**src/inc/asp_pkg.sv**
```systemverilog
// Shared constants and types of the audio serial port
package asp_pkg;

   // ----------------------------------------------------------------
   // Sizes
   // ----------------------------------------------------------------
   localparam int FIFO_DEPTH = 16;             // Words per queue
   localparam int WORD_W     = 16;             // Widest data word
   localparam int DIV_W      = 8;              // Bit clock divider width
   localparam int FRAME_W    = 7;              // Frame length field width
   localparam int LEN_W      = 5;              // Bit counter width
   localparam int CNT_W      = $clog2(FIFO_DEPTH) + 1;

   // ----------------------------------------------------------------
   // Word lengths and positions
   // ----------------------------------------------------------------
   localparam logic [LEN_W-1:0] WORD8_LEN   = 5'h08;
   localparam logic [LEN_W-1:0] WORD16_LEN  = 5'h10;
   localparam logic [LEN_W-1:0] LAST_BIT    = 5'h01;
   localparam int               MSB16_POS   = 15;
   localparam int               MSB8_POS    = 7;
   localparam logic [7:0]       HIGH_BYTE_0 = 8'h00;

   // ----------------------------------------------------------------
   // Types
   // ----------------------------------------------------------------
   typedef enum logic {ASP_TX_IDLE, ASP_TX_SHIFT} asp_tx_e;

   // Static configuration from the control side
   typedef struct packed {
      logic                   enable;       // Port on, clocks run
      logic                   sync_mode;    // Receiver uses tx clock and sync
      logic                   clk_int;      // Bit clock made here
      logic                   fs_int;       // Frame sync made here
      logic                   word16;       // 16-bit words, else 8
      logic [DIV_W-1:0]       bit_clock_divider;
      logic [FRAME_W-1:0]     frame_len_m1; // Bits per frame minus one
      logic                   rx_slot0_dma_select;
      logic                   tx_slot0_dma_select;
      logic [CNT_W-1:0]       rx_warn;
      logic [CNT_W-1:0]       tx_warn;
   } asp_cfg_s;

   // Whole state of the port core
   typedef struct packed {
      logic [DIV_W-1:0]   div_cnt;
      logic               gen_clk;
      logic [FRAME_W-1:0] bit_cnt;
      logic               gen_fs;
      logic [4:0]         sync1;     // First stage: tclk, tfs, rclk, rfs, rdata
      logic [4:0]         sync2;
      logic               tclk_prev;
      logic               rclk_prev;
      logic               tfs_prev;
      logic               rfs_prev;
      logic               tx_start;
      asp_tx_e            tx_state;
      logic [WORD_W-1:0]  tx_shift_register;
      logic [LEN_W-1:0]   tx_left;
      logic               tx_oe_n;
      logic               tx_dout;
      logic [WORD_W-1:0]  rx_shift_register;
      logic [LEN_W-1:0]   rx_left;
      logic [WORD_W-1:0]  rx_dma_holding_zero;
      logic               rx_hold_full;
      logic [WORD_W-1:0]  tx_dma_holding_zero;
      logic               tx_hold_full;
      logic [WORD_W-1:0]  rd_data;
      logic               rd_valid;
   } asp_state_s;

endpackage

```
**src/core/asp_core.sv**
```systemverilog
// Audio serial port core: clock generation, framing, shifters, queues
// Function
// - Separate full-duplex tx and rx paths, each with clock, sync, data.
// - Interrupt mode buffers in queues; DMA mode in slot holding registers.
// - Shift clocks are never gated; they run whenever the port is enabled.
// - Words are 8 or 16 bits only.
// - Receive and transmit queues hold sixteen words each.
// - Transmit data leaves MSB first, changing on rising shift clock edges.
// - Data output floats at falling edge of last bit unless next word follows.
// - Tx clock pin two-way; clocks tx alone async, both paths sync.
// - Tx sync pin two-way; frames tx alone async, both paths sync.
// - Receive samples on falling edges, MSB first; sync mode uses tx clock.
// - In sync mode rx clock and rx sync pins become general pins.
// - Internal clock for both paths comes from one shared prescaler set; rx gets internal sync only in sync mode.
// - Each rising frame sync starts a new frame and a new slot.
// - Only bits after the sync are valid; words go to queue or holding zero.
// - Receive interrupt when queue occupancy exceeds the warning limit.
// - Transmit interrupt when queued words are at or below the warning limit.
// - Rx DMA: word goes to holding zero; request while it is full.
// - Tx DMA: word comes from holding zero; request while it is empty.
// - Bit clock is input clock divided by eight-bit divider plus one.
module asp_core
   import asp_pkg::*;
#(
   parameter int DEPTH = FIFO_DEPTH
) (
   // Clock and reset
   input  wire logic                 CORE_CLK_I,
   input  wire logic                 RESET_I,
   // Configuration
   input  wire asp_cfg_s             CFG_I,
   input  wire logic [1:0]           GP_OUT_I,
   input  wire logic [1:0]           GP_OE_I,
   output      logic [1:0]           GP_IN_O,
   // Processor write side
   input  wire logic                 TX_WR_I,
   input  wire logic [WORD_W-1:0]    TX_WDATA_I,
   output      logic                 TX_READY_O,
   // Processor read side
   input  wire logic                 RX_RD_I,
   output      logic                 RX_AVAIL_O,
   output      logic [WORD_W-1:0]    RX_RDATA_O,
   output      logic                 RX_VALID_O,
   // Interrupt and DMA requests
   output      logic                 RX_IRQ_O,
   output      logic                 TX_IRQ_O,
   output      logic                 RX_DMA_REQ_O,
   output      logic                 TX_DMA_REQ_O,
   // Transmit pins
   output      logic                 TX_DATA_O,
   output      logic                 TX_DATA_OE_N_O,
   input  wire logic                 TX_CLK_I,
   output      logic                 TX_CLK_O,
   output      logic                 TX_CLK_OE_N_O,
   input  wire logic                 TX_FS_I,
   output      logic                 TX_FS_O,
   output      logic                 TX_FS_OE_N_O,
   // Receive pins
   input  wire logic                 RX_DATA_I,
   input  wire logic                 RX_CLK_I,
   output      logic                 RX_CLK_O,
   output      logic                 RX_CLK_OE_N_O,
   input  wire logic                 RX_FS_I,
   output      logic                 RX_FS_O,
   output      logic                 RX_FS_OE_N_O
);

   // ----------------------------------------------------------------
   // Declarations
   // ----------------------------------------------------------------
   localparam int SYN_TCLK = 4;
   localparam int SYN_TFS  = 3;
   localparam int SYN_RCLK = 2;
   localparam int SYN_RFS  = 1;
   localparam int SYN_RDAT = 0;

   if (DEPTH != FIFO_DEPTH) begin : g_chk
      $error("asp_core: queues must hold sixteen words");
   end

   asp_state_s              st_reg;
   asp_state_s              st_next;
   logic                    en;
   logic                    tclk;
   logic                    tfs;
   logic                    rclk;
   logic                    rfs;
   logic                    t_rise;
   logic                    t_fall;
   logic                    r_fall;
   logic [LEN_W-1:0]        word_len;
   logic [DIV_W-1:0]        half;
   logic [WORD_W-1:0]       rx_word;
   logic [WORD_W-1:0]       tx_word;
   logic                    tx_word_ok;
   logic                    txq_push;
   logic                    txq_pop;
   logic                    txq_full;
   logic                    txq_empty;
   logic [WORD_W-1:0]       txq_rdata;
   logic [CNT_W-1:0]        txq_cnt;
   logic                    rxq_push;
   logic                    rxq_pop;
   logic                    rxq_full;
   logic                    rxq_empty;
   logic [WORD_W-1:0]       rxq_rdata;
   logic [CNT_W-1:0]        rxq_cnt;

   // ----------------------------------------------------------------
   // Clock and sync selection
   // ----------------------------------------------------------------
   assign en       = CFG_I.enable;
   assign word_len = CFG_I.word16 ? WORD16_LEN : WORD8_LEN;
   assign half     = DIV_W'((9'(CFG_I.bit_clock_divider) + 9'h001) >> 1);

   // Both paths take internal clock from the one shared divider; rx takes internal sync only in sync mode
   assign tclk = CFG_I.clk_int ? st_reg.gen_clk : st_reg.sync2[SYN_TCLK];
   assign tfs  = CFG_I.fs_int ? st_reg.gen_fs : st_reg.sync2[SYN_TFS];
   // Synchronous mode runs the receiver from the tx clock and sync
   assign rclk = CFG_I.sync_mode ? tclk :
                 (CFG_I.clk_int ? st_reg.gen_clk : st_reg.sync2[SYN_RCLK]);
   assign rfs  = CFG_I.sync_mode ? tfs : st_reg.sync2[SYN_RFS];

   // Edges of the selected clocks, seen at the core clock
   assign t_rise = en && tclk && !st_reg.tclk_prev;
   assign t_fall = en && !tclk && st_reg.tclk_prev;
   assign r_fall = en && !rclk && st_reg.rclk_prev;

   // Word offered by the transmit source: holding zero or queue
   assign tx_word    = CFG_I.tx_slot0_dma_select ? st_reg.tx_dma_holding_zero : txq_rdata;
   assign tx_word_ok = CFG_I.tx_slot0_dma_select ? st_reg.tx_hold_full : !txq_empty;

   // Completed receive word, upper byte cleared for 8-bit words
   assign rx_word = CFG_I.word16 ? {st_reg.rx_shift_register[WORD_W-2:0], st_reg.sync2[SYN_RDAT]} :
                    {HIGH_BYTE_0, st_reg.rx_shift_register[MSB8_POS-1:0], st_reg.sync2[SYN_RDAT]};

   // ----------------------------------------------------------------
   // Next state
   // ----------------------------------------------------------------
   always_comb begin
      st_next  = st_reg;
      txq_push = 1'b0;
      txq_pop  = 1'b0;
      rxq_push = 1'b0;
      rxq_pop  = 1'b0;

      // Pin inputs pass two flops before anything reads them
      st_next.sync1 = {TX_CLK_I, TX_FS_I, RX_CLK_I, RX_FS_I, RX_DATA_I};
      st_next.sync2 = st_reg.sync1;
      st_next.tclk_prev = tclk;
      st_next.rclk_prev = rclk;

      // Divider runs freely while enabled, never gated
      if (!en) begin
         st_next.div_cnt = '0;
         st_next.gen_clk = 1'b0;
         st_next.bit_cnt = '0;
         st_next.gen_fs  = 1'b0;
      end else begin
         st_next.div_cnt = (st_reg.div_cnt == CFG_I.bit_clock_divider) ? '0 : st_reg.div_cnt + 1'b1;
         st_next.gen_clk = (st_next.div_cnt < half);
         // Frame sync marks bit zero of each frame of frame_len_m1+1 bits
         if (st_next.div_cnt == '0) begin
            st_next.bit_cnt = (st_reg.bit_cnt == CFG_I.frame_len_m1) ? '0 : st_reg.bit_cnt + 1'b1;
            st_next.gen_fs  = (st_next.bit_cnt == '0);
         end
      end

      // Transmit falling edge: catch a new sync, end a finished word
      if (t_fall) begin
         st_next.tfs_prev = tfs;
         if (tfs && !st_reg.tfs_prev) begin
            st_next.tx_start = 1'b1;
         end
         if (st_reg.tx_state == ASP_TX_SHIFT && st_reg.tx_left == LAST_BIT) begin
            st_next.tx_left  = '0;
            st_next.tx_state = ASP_TX_IDLE;
            // A following word keeps the pin driven to avoid a glitch
            if (!(tfs && !st_reg.tfs_prev && tx_word_ok)) begin
               st_next.tx_oe_n = 1'b1;
            end
         end
      end

      // Transmit rising edge: load a new word or shift the next bit
      if (t_rise) begin
         if (st_reg.tx_start) begin
            st_next.tx_start = 1'b0;
            if (tx_word_ok) begin
               st_next.tx_shift_register = tx_word;
               st_next.tx_left  = word_len;
               st_next.tx_state = ASP_TX_SHIFT;
               st_next.tx_oe_n  = 1'b0;
               st_next.tx_dout  = CFG_I.word16 ? tx_word[MSB16_POS] : tx_word[MSB8_POS];
               if (CFG_I.tx_slot0_dma_select) begin
                  st_next.tx_hold_full = 1'b0;
               end else begin
                  txq_pop = 1'b1;
               end
            end else begin
               // Nothing to send: the slot stays undriven
               st_next.tx_oe_n = 1'b1;
            end
         end else if (st_reg.tx_state == ASP_TX_SHIFT) begin
            st_next.tx_shift_register = {st_reg.tx_shift_register[WORD_W-2:0], 1'b0};
            st_next.tx_left = st_reg.tx_left - 1'b1;
            st_next.tx_dout = CFG_I.word16 ? st_reg.tx_shift_register[MSB16_POS-1] :
                              st_reg.tx_shift_register[MSB8_POS-1];
         end
      end

      // Processor read: clear first so a word landing now still wins
      st_next.rd_valid = 1'b0;
      if (RX_RD_I) begin
         if (CFG_I.rx_slot0_dma_select) begin
            if (st_reg.rx_hold_full) begin
               st_next.rd_data      = st_reg.rx_dma_holding_zero;
               st_next.rd_valid     = 1'b1;
               st_next.rx_hold_full = 1'b0;
            end
         end else if (!rxq_empty) begin
            st_next.rd_data  = rxq_rdata;
            st_next.rd_valid = 1'b1;
            rxq_pop          = 1'b1;
         end
      end

      // Receive falling edge: sync arms, later samples are data
      if (r_fall) begin
         st_next.rfs_prev = rfs;
         if (rfs && !st_reg.rfs_prev) begin
            st_next.rx_left = word_len;
            st_next.rx_shift_register = '0;
         end else if (st_reg.rx_left != '0) begin
            st_next.rx_shift_register = {st_reg.rx_shift_register[WORD_W-2:0], st_reg.sync2[SYN_RDAT]};
            st_next.rx_left = st_reg.rx_left - 1'b1;
            if (st_reg.rx_left == LAST_BIT) begin
               if (CFG_I.rx_slot0_dma_select) begin
                  st_next.rx_dma_holding_zero = rx_word;
                  st_next.rx_hold_full        = 1'b1;
               end else begin
                  rxq_push = 1'b1;
               end
            end
         end
      end

      // Processor write: holding zero in DMA mode, queue otherwise
      if (TX_WR_I) begin
         if (CFG_I.tx_slot0_dma_select) begin
            if (!st_reg.tx_hold_full) begin
               st_next.tx_dma_holding_zero = TX_WDATA_I;
               st_next.tx_hold_full        = 1'b1;
            end
         end else begin
            txq_push = 1'b1;
         end
      end

      // Disabled port keeps its line state idle
      if (!en) begin
         st_next.tx_state = ASP_TX_IDLE;
         st_next.tx_oe_n  = 1'b1;
         st_next.tx_start = 1'b0;
         st_next.tx_left  = '0;
         st_next.rx_left  = '0;
      end
   end

   always_ff @(posedge CORE_CLK_I) begin
      if (RESET_I) begin
         st_reg         <= '0;
         st_reg.tx_oe_n <= 1'b1;
      end else begin
         st_reg <= st_next;
      end
   end

   // ----------------------------------------------------------------
   // Queues
   // ----------------------------------------------------------------
   // Full queues drop: the rx word is lost, the tx write is refused
   asp_fifo #(.W(WORD_W), .DEPTH(DEPTH)) u_txq (
      .clk_i   (CORE_CLK_I),
      .rst_i   (RESET_I),
      .push_i  (txq_push),
      .wdata_i (TX_WDATA_I),
      .full_o  (txq_full),
      .pop_i   (txq_pop),
      .rdata_o (txq_rdata),
      .empty_o (txq_empty),
      .count_o (txq_cnt)
   );

   asp_fifo #(.W(WORD_W), .DEPTH(DEPTH)) u_rxq (
      .clk_i   (CORE_CLK_I),
      .rst_i   (RESET_I),
      .push_i  (rxq_push),
      .wdata_i (rx_word),
      .full_o  (rxq_full),
      .pop_i   (rxq_pop),
      .rdata_o (rxq_rdata),
      .empty_o (rxq_empty),
      .count_o (rxq_cnt)
   );

   // ----------------------------------------------------------------
   // Outputs
   // ----------------------------------------------------------------
   // Processor handshake and requests
   assign TX_READY_O   = CFG_I.tx_slot0_dma_select ? !st_reg.tx_hold_full : !txq_full;
   assign RX_AVAIL_O   = CFG_I.rx_slot0_dma_select ? st_reg.rx_hold_full : !rxq_empty;
   assign RX_RDATA_O   = st_reg.rd_data;
   assign RX_VALID_O   = st_reg.rd_valid;
   assign RX_IRQ_O     = en && !CFG_I.rx_slot0_dma_select && (rxq_cnt > CFG_I.rx_warn);
   assign TX_IRQ_O     = en && !CFG_I.tx_slot0_dma_select && (txq_cnt <= CFG_I.tx_warn);
   assign RX_DMA_REQ_O = CFG_I.rx_slot0_dma_select && st_reg.rx_hold_full;
   assign TX_DMA_REQ_O = en && CFG_I.tx_slot0_dma_select && !st_reg.tx_hold_full;

   // Transmit pins; enables are low while driving
   assign TX_DATA_O      = st_reg.tx_dout;
   assign TX_DATA_OE_N_O = st_reg.tx_oe_n;
   assign TX_CLK_O       = st_reg.gen_clk;
   assign TX_CLK_OE_N_O  = !(en && CFG_I.clk_int);
   assign TX_FS_O        = st_reg.gen_fs;
   assign TX_FS_OE_N_O   = !(en && CFG_I.fs_int);

   // Receive pins turn into general pins in synchronous mode
   assign RX_CLK_O      = CFG_I.sync_mode ? GP_OUT_I[0] : st_reg.gen_clk;
   assign RX_CLK_OE_N_O = CFG_I.sync_mode ? !GP_OE_I[0] : !(en && CFG_I.clk_int);
   assign RX_FS_O       = GP_OUT_I[1];
   assign RX_FS_OE_N_O  = !(CFG_I.sync_mode && GP_OE_I[1]);
   assign GP_IN_O       = {st_reg.sync2[SYN_RFS], st_reg.sync2[SYN_RCLK]};

endmodule

```
**src/core/asp_fifo.sv**
```systemverilog
// Word queue with occupancy count for the audio serial port
module asp_fifo
   import asp_pkg::*;
#(
   parameter int W     = WORD_W,
   parameter int DEPTH = FIFO_DEPTH
) (
   // Clock and reset
   input  wire logic                       clk_i,
   input  wire logic                       rst_i,
   // Write side
   input  wire logic                       push_i,
   input  wire logic [W-1:0]               wdata_i,
   output      logic                       full_o,
   // Read side
   input  wire logic                       pop_i,
   output      logic [W-1:0]               rdata_o,
   output      logic                       empty_o,
   output      logic [$clog2(DEPTH):0]     count_o
);

   localparam int AW = $clog2(DEPTH);

   // Pointers wrap naturally, so only powers of two are served
   if (DEPTH < 2 || (DEPTH & (DEPTH - 1)) != 0) begin : g_chk
      $error("asp_fifo: DEPTH must be a power of two, at least 2");
   end

   typedef struct packed {
      logic [AW-1:0] wr;
      logic [AW-1:0] rd;
      logic [AW:0]   cnt;
   } asp_fifo_s;

   asp_fifo_s      st_reg;
   asp_fifo_s      st_next;
   logic [W-1:0]   mem [DEPTH];
   logic           do_push;
   logic           do_pop;

   // Refuse pushes when full and pops when empty
   assign do_push = push_i && (st_reg.cnt != (AW+1)'(DEPTH));
   assign do_pop  = pop_i && (st_reg.cnt != '0);

   always_comb begin
      st_next = st_reg;
      if (do_push) begin
         st_next.wr = st_reg.wr + 1'b1;
      end
      if (do_pop) begin
         st_next.rd = st_reg.rd + 1'b1;
      end
      st_next.cnt = st_reg.cnt + (AW+1)'(do_push) - (AW+1)'(do_pop);
   end

   always_ff @(posedge clk_i) begin
      if (rst_i) begin
         st_reg <= '0;
      end else begin
         st_reg <= st_next;
      end
   end

   // Storage has no reset, only valid words are ever read
   always_ff @(posedge clk_i) begin
      if (do_push) begin
         mem[st_reg.wr] <= wdata_i;
      end
   end

   assign rdata_o = mem[st_reg.rd];
   assign full_o  = (st_reg.cnt == (AW+1)'(DEPTH));
   assign empty_o = (st_reg.cnt == '0);
   assign count_o = st_reg.cnt;

endmodule

```
**config.mk**
```make
export PLATFORM = sky130hd
export DESIGN_NAME = asp_core
export DESIGN_NICKNAME = d
export VERILOG_FILES = /design/src/inc/asp_pkg.sv /design/src/core/asp_core.sv /design/src/core/asp_fifo.sv
export SDC_FILE = /design/constraint.sdc
export NUM_CORES = 1
export LEC_CHECK = 0
export BUFFER_PORTS_ARGS = -buffer_cell sky130_fd_sc_hd__buf_2
export CAP_MARGIN = 40
export CORE_MARGIN = 4
export CORE_UTILIZATION = 25
export CTS_CLUSTER_SIZE = 25
export DETAILED_ROUTE_END_ITERATION = 12
export PLACE_DENSITY = 0.47
export SETUP_SLACK_MARGIN = 0.5
export SYNTH_ARGS = -nofsm -noshare
export SYNTH_HDL_FRONTEND = slang
export SYNTH_SLANG_ARGS = --single-unit
```
**constraint.sdc**
```tcl
create_clock -name CORE_CLK_I -period 7.7 [get_ports CORE_CLK_I]
set_clock_uncertainty 0.05 [all_clocks]
set_input_delay 1.54 -clock CORE_CLK_I [delete_from_list [all_inputs] [get_ports CORE_CLK_I]]
set_output_delay 1.54 -clock CORE_CLK_I [all_outputs]
set_load 0.1 [all_outputs]
```
After elaboration in Yosys (flattened, before gate mapping)
Memory sizes are Yosys's and may differ from the RTL's. A register that Yosys moved wholly into a read port is not among the register bits.
Index checks and enable logic that the tools add are counted.
{ "word_totals": {"ff_bits": 153, "ramBits": 512, "inputBits": 61, "output_inout_bits": 35, "mem_count": 2} }
{ "op_classes": {"n_addsub": 13, "magnitude_cmp": 3, "n_eq_ne": 10, "n_mux": 72, "n_bitwise": 4, "n_reduce_logical": 55} }
{ "mem_list": {"columns": ["memory", "depth", "word_bits", "rd", "rd_ports_with_merged_regs", "write_ports", "line", "text"], "rows": [
  ["u_rxq.mem", 16, 16, 1, 1, 1, "asp_fifo.sv:37", "logic [W-1:0] mem [DEPTH];"],
  ["u_txq.mem", 16, 16, 1, 1, 1, "asp_fifo.sv:37", null]
]} }
{ "op_table": {"columns": ["op", "n"], "rows": [
  ["2-to-1 mux 17 bit", 5],
  ["2-to-1 mux 1 bit", 48],
  ["2-to-1 mux 21 bit", 2],
  ["2-to-1 mux 37 bit", 1],
  ["2-to-1 mux 16 bit", 2],
  ["2-to-1 mux 25 bit", 1],
  ["logical AND 1 bit", 24],
  ["2-to-1 mux 22 bit", 1],
  ["2-to-1 mux 20 bit", 1],
  ["adder 4 x 1 -> 4 bit (second input constant)", 4],
  ["2-to-1 mux 4 bit", 4],
  ["logical NOT 1 bit", 15],
  ["nonzero test 5 bit", 3],
  ["2-to-1 mux 6 bit", 2],
  ["adder 5 x 1 -> 5 bit", 2],
  ["equality test 5 x 1 -> 1 bit (second input constant)", 2],
  ["logical NOT 5 bit", 2],
  ["!= test 5 bit (second input constant)", 2],
  ["subtractor 5 x 1 -> 5 bit", 2],
  ["subtractor 5 x 1 -> 5 bit (second input constant)", 2],
  ["adder 8 x 1 -> 9 bit (second input constant)", 1],
  ["AND reduction 3 bit", 3],
  ["adder 8 x 1 -> 8 bit (second input constant)", 1],
  ["equality test 8 bit", 1],
  ["19 further kinds", 26]
]} }

Depth between registers and ports, before layout
{ "logic_depth": {"word_depth": 10, "mapped_depth": 17, "mapped_depth_nobuf": 15} }

Cells and area by module
From an unflattened synthesis, not the netlist that was laid out.
{ "hier_totals": {"cells_unflattened": 1789, "hier_area_um2": 27515.1} }
{ "modules_own_cells": {"columns": ["module", "instances", "cells_per_inst", "area_each_um2"], "rows": [
  ["asp_fifo at u_txq", 1, 509, 10598.9],
  ["asp_fifo at u_rxq", 1, 509, 10557.6],
  ["asp_core", 1, 771, 6358.6]
]} }

Worst setup path after synthesis
No wires, ideal clock.
{ "synth_path": {"path_type": "in2out", "startpoint": "input CFG_I[6] in the netlist's numbering", "endpoint": "output RX_IRQ_O", "t_arrival_ns": 5.377, "setup_slack_ns": 0.733, "stages": 8, "cell_sequence": "inv_1 > ha_1 > nor2b_1 > o21a_1 > o21ai_0 > nand2b_1 > a21oi_1 > nor4b_1"} }
{ "synth_via": {"elab_chain_len": 2} }
{ "synth_lines": {"columns": ["element", "line", "text"], "rows": [
  ["start: declaration", "asp_core.sv:31", "input wire asp_cfg_s CFG_I,"],
  ["greater-than comparator 5 bit", "asp_core.sv:315", "assign RX_IRQ_O = en && !CFG_I.rx_slot0_dma_select && (rxq_cnt > CFG_I.rx_warn);"],
  ["logical AND 1 bit", "asp_core.sv:315", null],
  ["end: declaration", "asp_core.sv:45", "output logic RX_IRQ_O,"]
]} }
Every way passes these cells.

Worst setup path after layout
{ "layout_path": {"startpoint": "input CFG_I[1] in the netlist's numbering", "endpoint": "output TX_IRQ_O"} }
{ "layout_via": {"elab_chain_len": 2} }
{ "layout_lines": {"columns": ["element", "line", "text"], "rows": [
  ["less-or-equal comparator 5 bit", "asp_core.sv:316", "assign TX_IRQ_O = en && !CFG_I.tx_slot0_dma_select && (txq_cnt <= CFG_I.tx_warn);"],
  ["logical AND 1 bit", "asp_core.sv:316", null],
  ["end: declaration", "asp_core.sv:46", "output logic TX_IRQ_O,"]
]} }
Every way passes these cells.

==> summary.txt <==
status - finished clean
DR vias/cell - 4.65
number of cells produced by synthesis - 1761
fin util - 29.8%
Mapped Nets - 1871
Max Cap Violations - 0
largest net degree at the start of global routing - 72
Clk pwr share - 42.3%
R2R Path Start - u_txq.count_o[3]
Initial DRC Count - 1319
Tmin final - 5.71 ns
period utilisation layout - 74.1%
Post-Route WL - 70.7 mm
die area - 114000 um2
total gr overflow - 0
RSZ-0062 raised after global routing - no
Routed Antenna Nets - 0
reg2reg end - u_txq.count_o[4]
Comb pwr share - 8.1%
WS Path Type - in2out
H-tree depth - 3
clock insertion delay at the later pin of the skew report - 0.63 ns
vias in the first global route - 15.8k
Req. time, crit path - 6.11 ns
Reg power frac - 49.6%
Reg clk slew, reported paths - 0.06 ns
mapped cell area - 27300 um2
IO Pins - 96
Slew HR - 36.8%
Post-CTS Setup Bufs - 0
final setup vio count - 0
Detail Placement HPWL - 46.5 mm
CP arrival - 4.12 ns
number of CTS-inserted buffers - 75
Post-DP Area - 29700 um2
hold path depth - 1
row cnt - 120
Critical Path Sink Type - primary output
TritonRoute pass-1 iters - 8
flop-to-flop setup slack - 4.13 ns
CTS tree - done
Die Wd - 338 um
crit path capture - TX_IRQ_O
Wirelength per Cell - 21.2 um
# fillers - 10.6k
Syn Area/Cell - 15.5 um2
Worst setup SP type - primary input
initial antenna violation count - 6
Post-synth EDFFs - 512
chip height - 338 um
critical path peak fanout - 2
worst vdd ir - 0.194 mV
Final nets - 1989
global-route wire length before repair - 106 mm
Post-CTS Resized - 0
Final GP Congestion - 0.762
layout cells sized above 1 - 22.8%
IO Port Bufs - 93
CTS Buffer Depth - 3
DRC - 0
Int Power - 0.00611 W
all-layer global routing usage - 12.2%
Core Box Area - 108000 um2
Synth-to-Final Area Change - 17.4%
Synth Flop Type - edfxtp_1
Finished Layout Cells - 3343
Reg2Reg Depth - 12
Crit. Startpoint - CFG_I[1]
Final Hold Violating Endpoints - 0
PwrDens - 251 nW/um2
Slew Limit Fails - 0
Synth Warn # - 0
Leak Pwr - 10.0 nW
FF+latch count, synth - 672
post-synthesis sequential area ratio - 68.1%
sum of negative setup slack - 0 ns
Initial Util - 25.3%
Root Driver - clkbuf_16
P_sw - 0.00194 W
Tightest Pin Transition - 0.947 ns
Yosys cell types - 66
CTS Hold Bufs - 0
Hold Crit Class - reg2reg
switching fraction of total power - 24.1%
vias - 15.5k
ys async rst share - 0%
CTS sink cnt - 672
placed instance count - 3205
Finished Cell Area - 32000 um2
PnR Total Power - 0.00805 W
f_max - 175 MHz
-- worst min path at each step --
stage / end / from / slack [ns]
floorplan: GP_IN_O[0] / st_next[103] / 0.36
global route: st_reg[101] / st_next[101] / 0.42
global placement: GP_IN_O[1] / st_next[102] / 0.37
detailed placement: GP_IN_O[1] / st_next[102] / 0.38
finish: GP_IN_O[1] / st_next[102] / 0.39
CTS: GP_IN_O[1] / st_next[102] / 0.39
-- metrics by stage --
stage               hold WS, ns  setup WS, ns
floorplan                 0.364         0.733
global placement          0.373          2.01
detailed placement        0.376          2.05
CTS                       0.389          2.04
global route              0.416          1.97
finish                    0.386          1.99
-- cell families (layout without fill, tap and decap cells) --
kind of cell    Yosys count  in the layout  synth area share (%)
flops                   672            672                  68.1
simple gates            433            433                  7.36
compound gates          236            236                  5.74
mux                     168            168                  12.2
buf+inv                 153            330                  2.67
xor+xnor                 50             50                  1.61
fa+ha+maj                49             49                  2.30
other cells               0              2                     0
-- power by group through the flow --
| stage | sequential, W | combinational [W] | clock (W) |
|---|---|---|---|
| after floorplan | 0.00404 | 0.000500 | 0 |
| after global placement | 0.00407 | 0.000625 | 0 |
| after detailed placement | 0.00407 | 0.000655 | 0 |
| after CTS | 0.00400 | 0.000659 | 0.00350 |
| after global routing | 0.00400 | 0.000708 | 0.00366 |
| final | 0.00400 | 0.000650 | 0.00340 |
-- layout make-up --
| type | count | area [um2] | share of cell area (%) |
|---|---|---|---|
| multi-input cells | 936 | 8080 | 25.2 |
| diodes | 2 | 5.00 | 0.0156 |
| inverters | 39 | 146 | 0.457 |
| clock buffers | 109 | 2090 | 6.51 |
| well taps | 1403 | 1760 | 5.48 |
| flip-flops and latches | 672 | 18600 | 58.0 |
| clock inverters | 27 | 225 | 0.703 |
| repair buffers | 155 | 1150 | 3.60 |
-- synth_stat cells, types with 5 or more instances --
library cell	n	share of area (%)
mux2_2	13	0.54
nor3_1	18	0.33
inv_1	39	0.54
buf_6	5	0.21
a22oi_1	30	0.83
buf_1	5	0.069
nand2b_1	10	0.23
mux2i_1	24	0.88
buf_4	24	0.66
xnor2_1	26	0.83
o21a_1	7	0.19
and3_1	11	0.25
xor2_1	24	0.77
mux4_2	131	11
a21oi_1	91	1.7
o21ai_0	24	0.44
nand3_1	25	0.46
and2_1	15	0.34
or3_1	6	0.14
o221ai_1	13	0.42
nor2b_1	28	0.64
a222oi_1	17	0.62
a211oi_1	9	0.25
dfxtp_1	160	12
nand2_1	145	2.0
clkbuf_1	59	0.81
nor2_1	139	1.9
a311oi_1	7	0.22
o211ai_1	6	0.17
nand4_1	10	0.23
buf_2	21	0.39
ha_1	47	2.2
edfxtp_1	512	56
a31oi_1	11	0.25
-- critical path, stage by stage --
cell	delay, ns
buf_2	0.07
inv_1	0.03
ha_1	0.29
nor2b_1	0.14
o21a_1	0.16
o21a_1	0.17
o21a_1	0.16
o22ai_1	0.72
and3_1	0.36
buf_2	0.46
-- routing by layer --
layer | share of wire (%) | global-route usage [%] | wire length [um] | vias to the layer above
li1 | - | - | - | 7002
met1 | 47 | 17.2 | 33100 | 8044
met2 | 46 | 19.0 | 32300 | 374
met3 | 5.1 | 2.56 | 3620 | 110
met4 | 2.3 | 3.56 | 1620 | 4
met5 | 0.037 | 0 | 26 | -
-- layout by cell type (no fill, tap or decap), types with 11 or more instances in the layout --
cell type	n
clkbuf_1	28
mux2_2	13
nor2_1	126
and3_1	11
and2_1	15
xor2_1	24
a222oi_1	17
a22oi_1	30
clkbuf_16	77
xnor2_1	26
a21oi_1	91
nor2b_1	28
edfxtp_1	512
ha_1	47
mux4_2	131
inv_1	39
o221ai_1	13
buf_2	92
mux2i_1	24
buf_4	45
dfxtp_1	155
o21ai_0	24
a31oi_1	11
nand2_1	145
nand3_1	25
No activity file was read; power rests on OpenSTA's default activity.
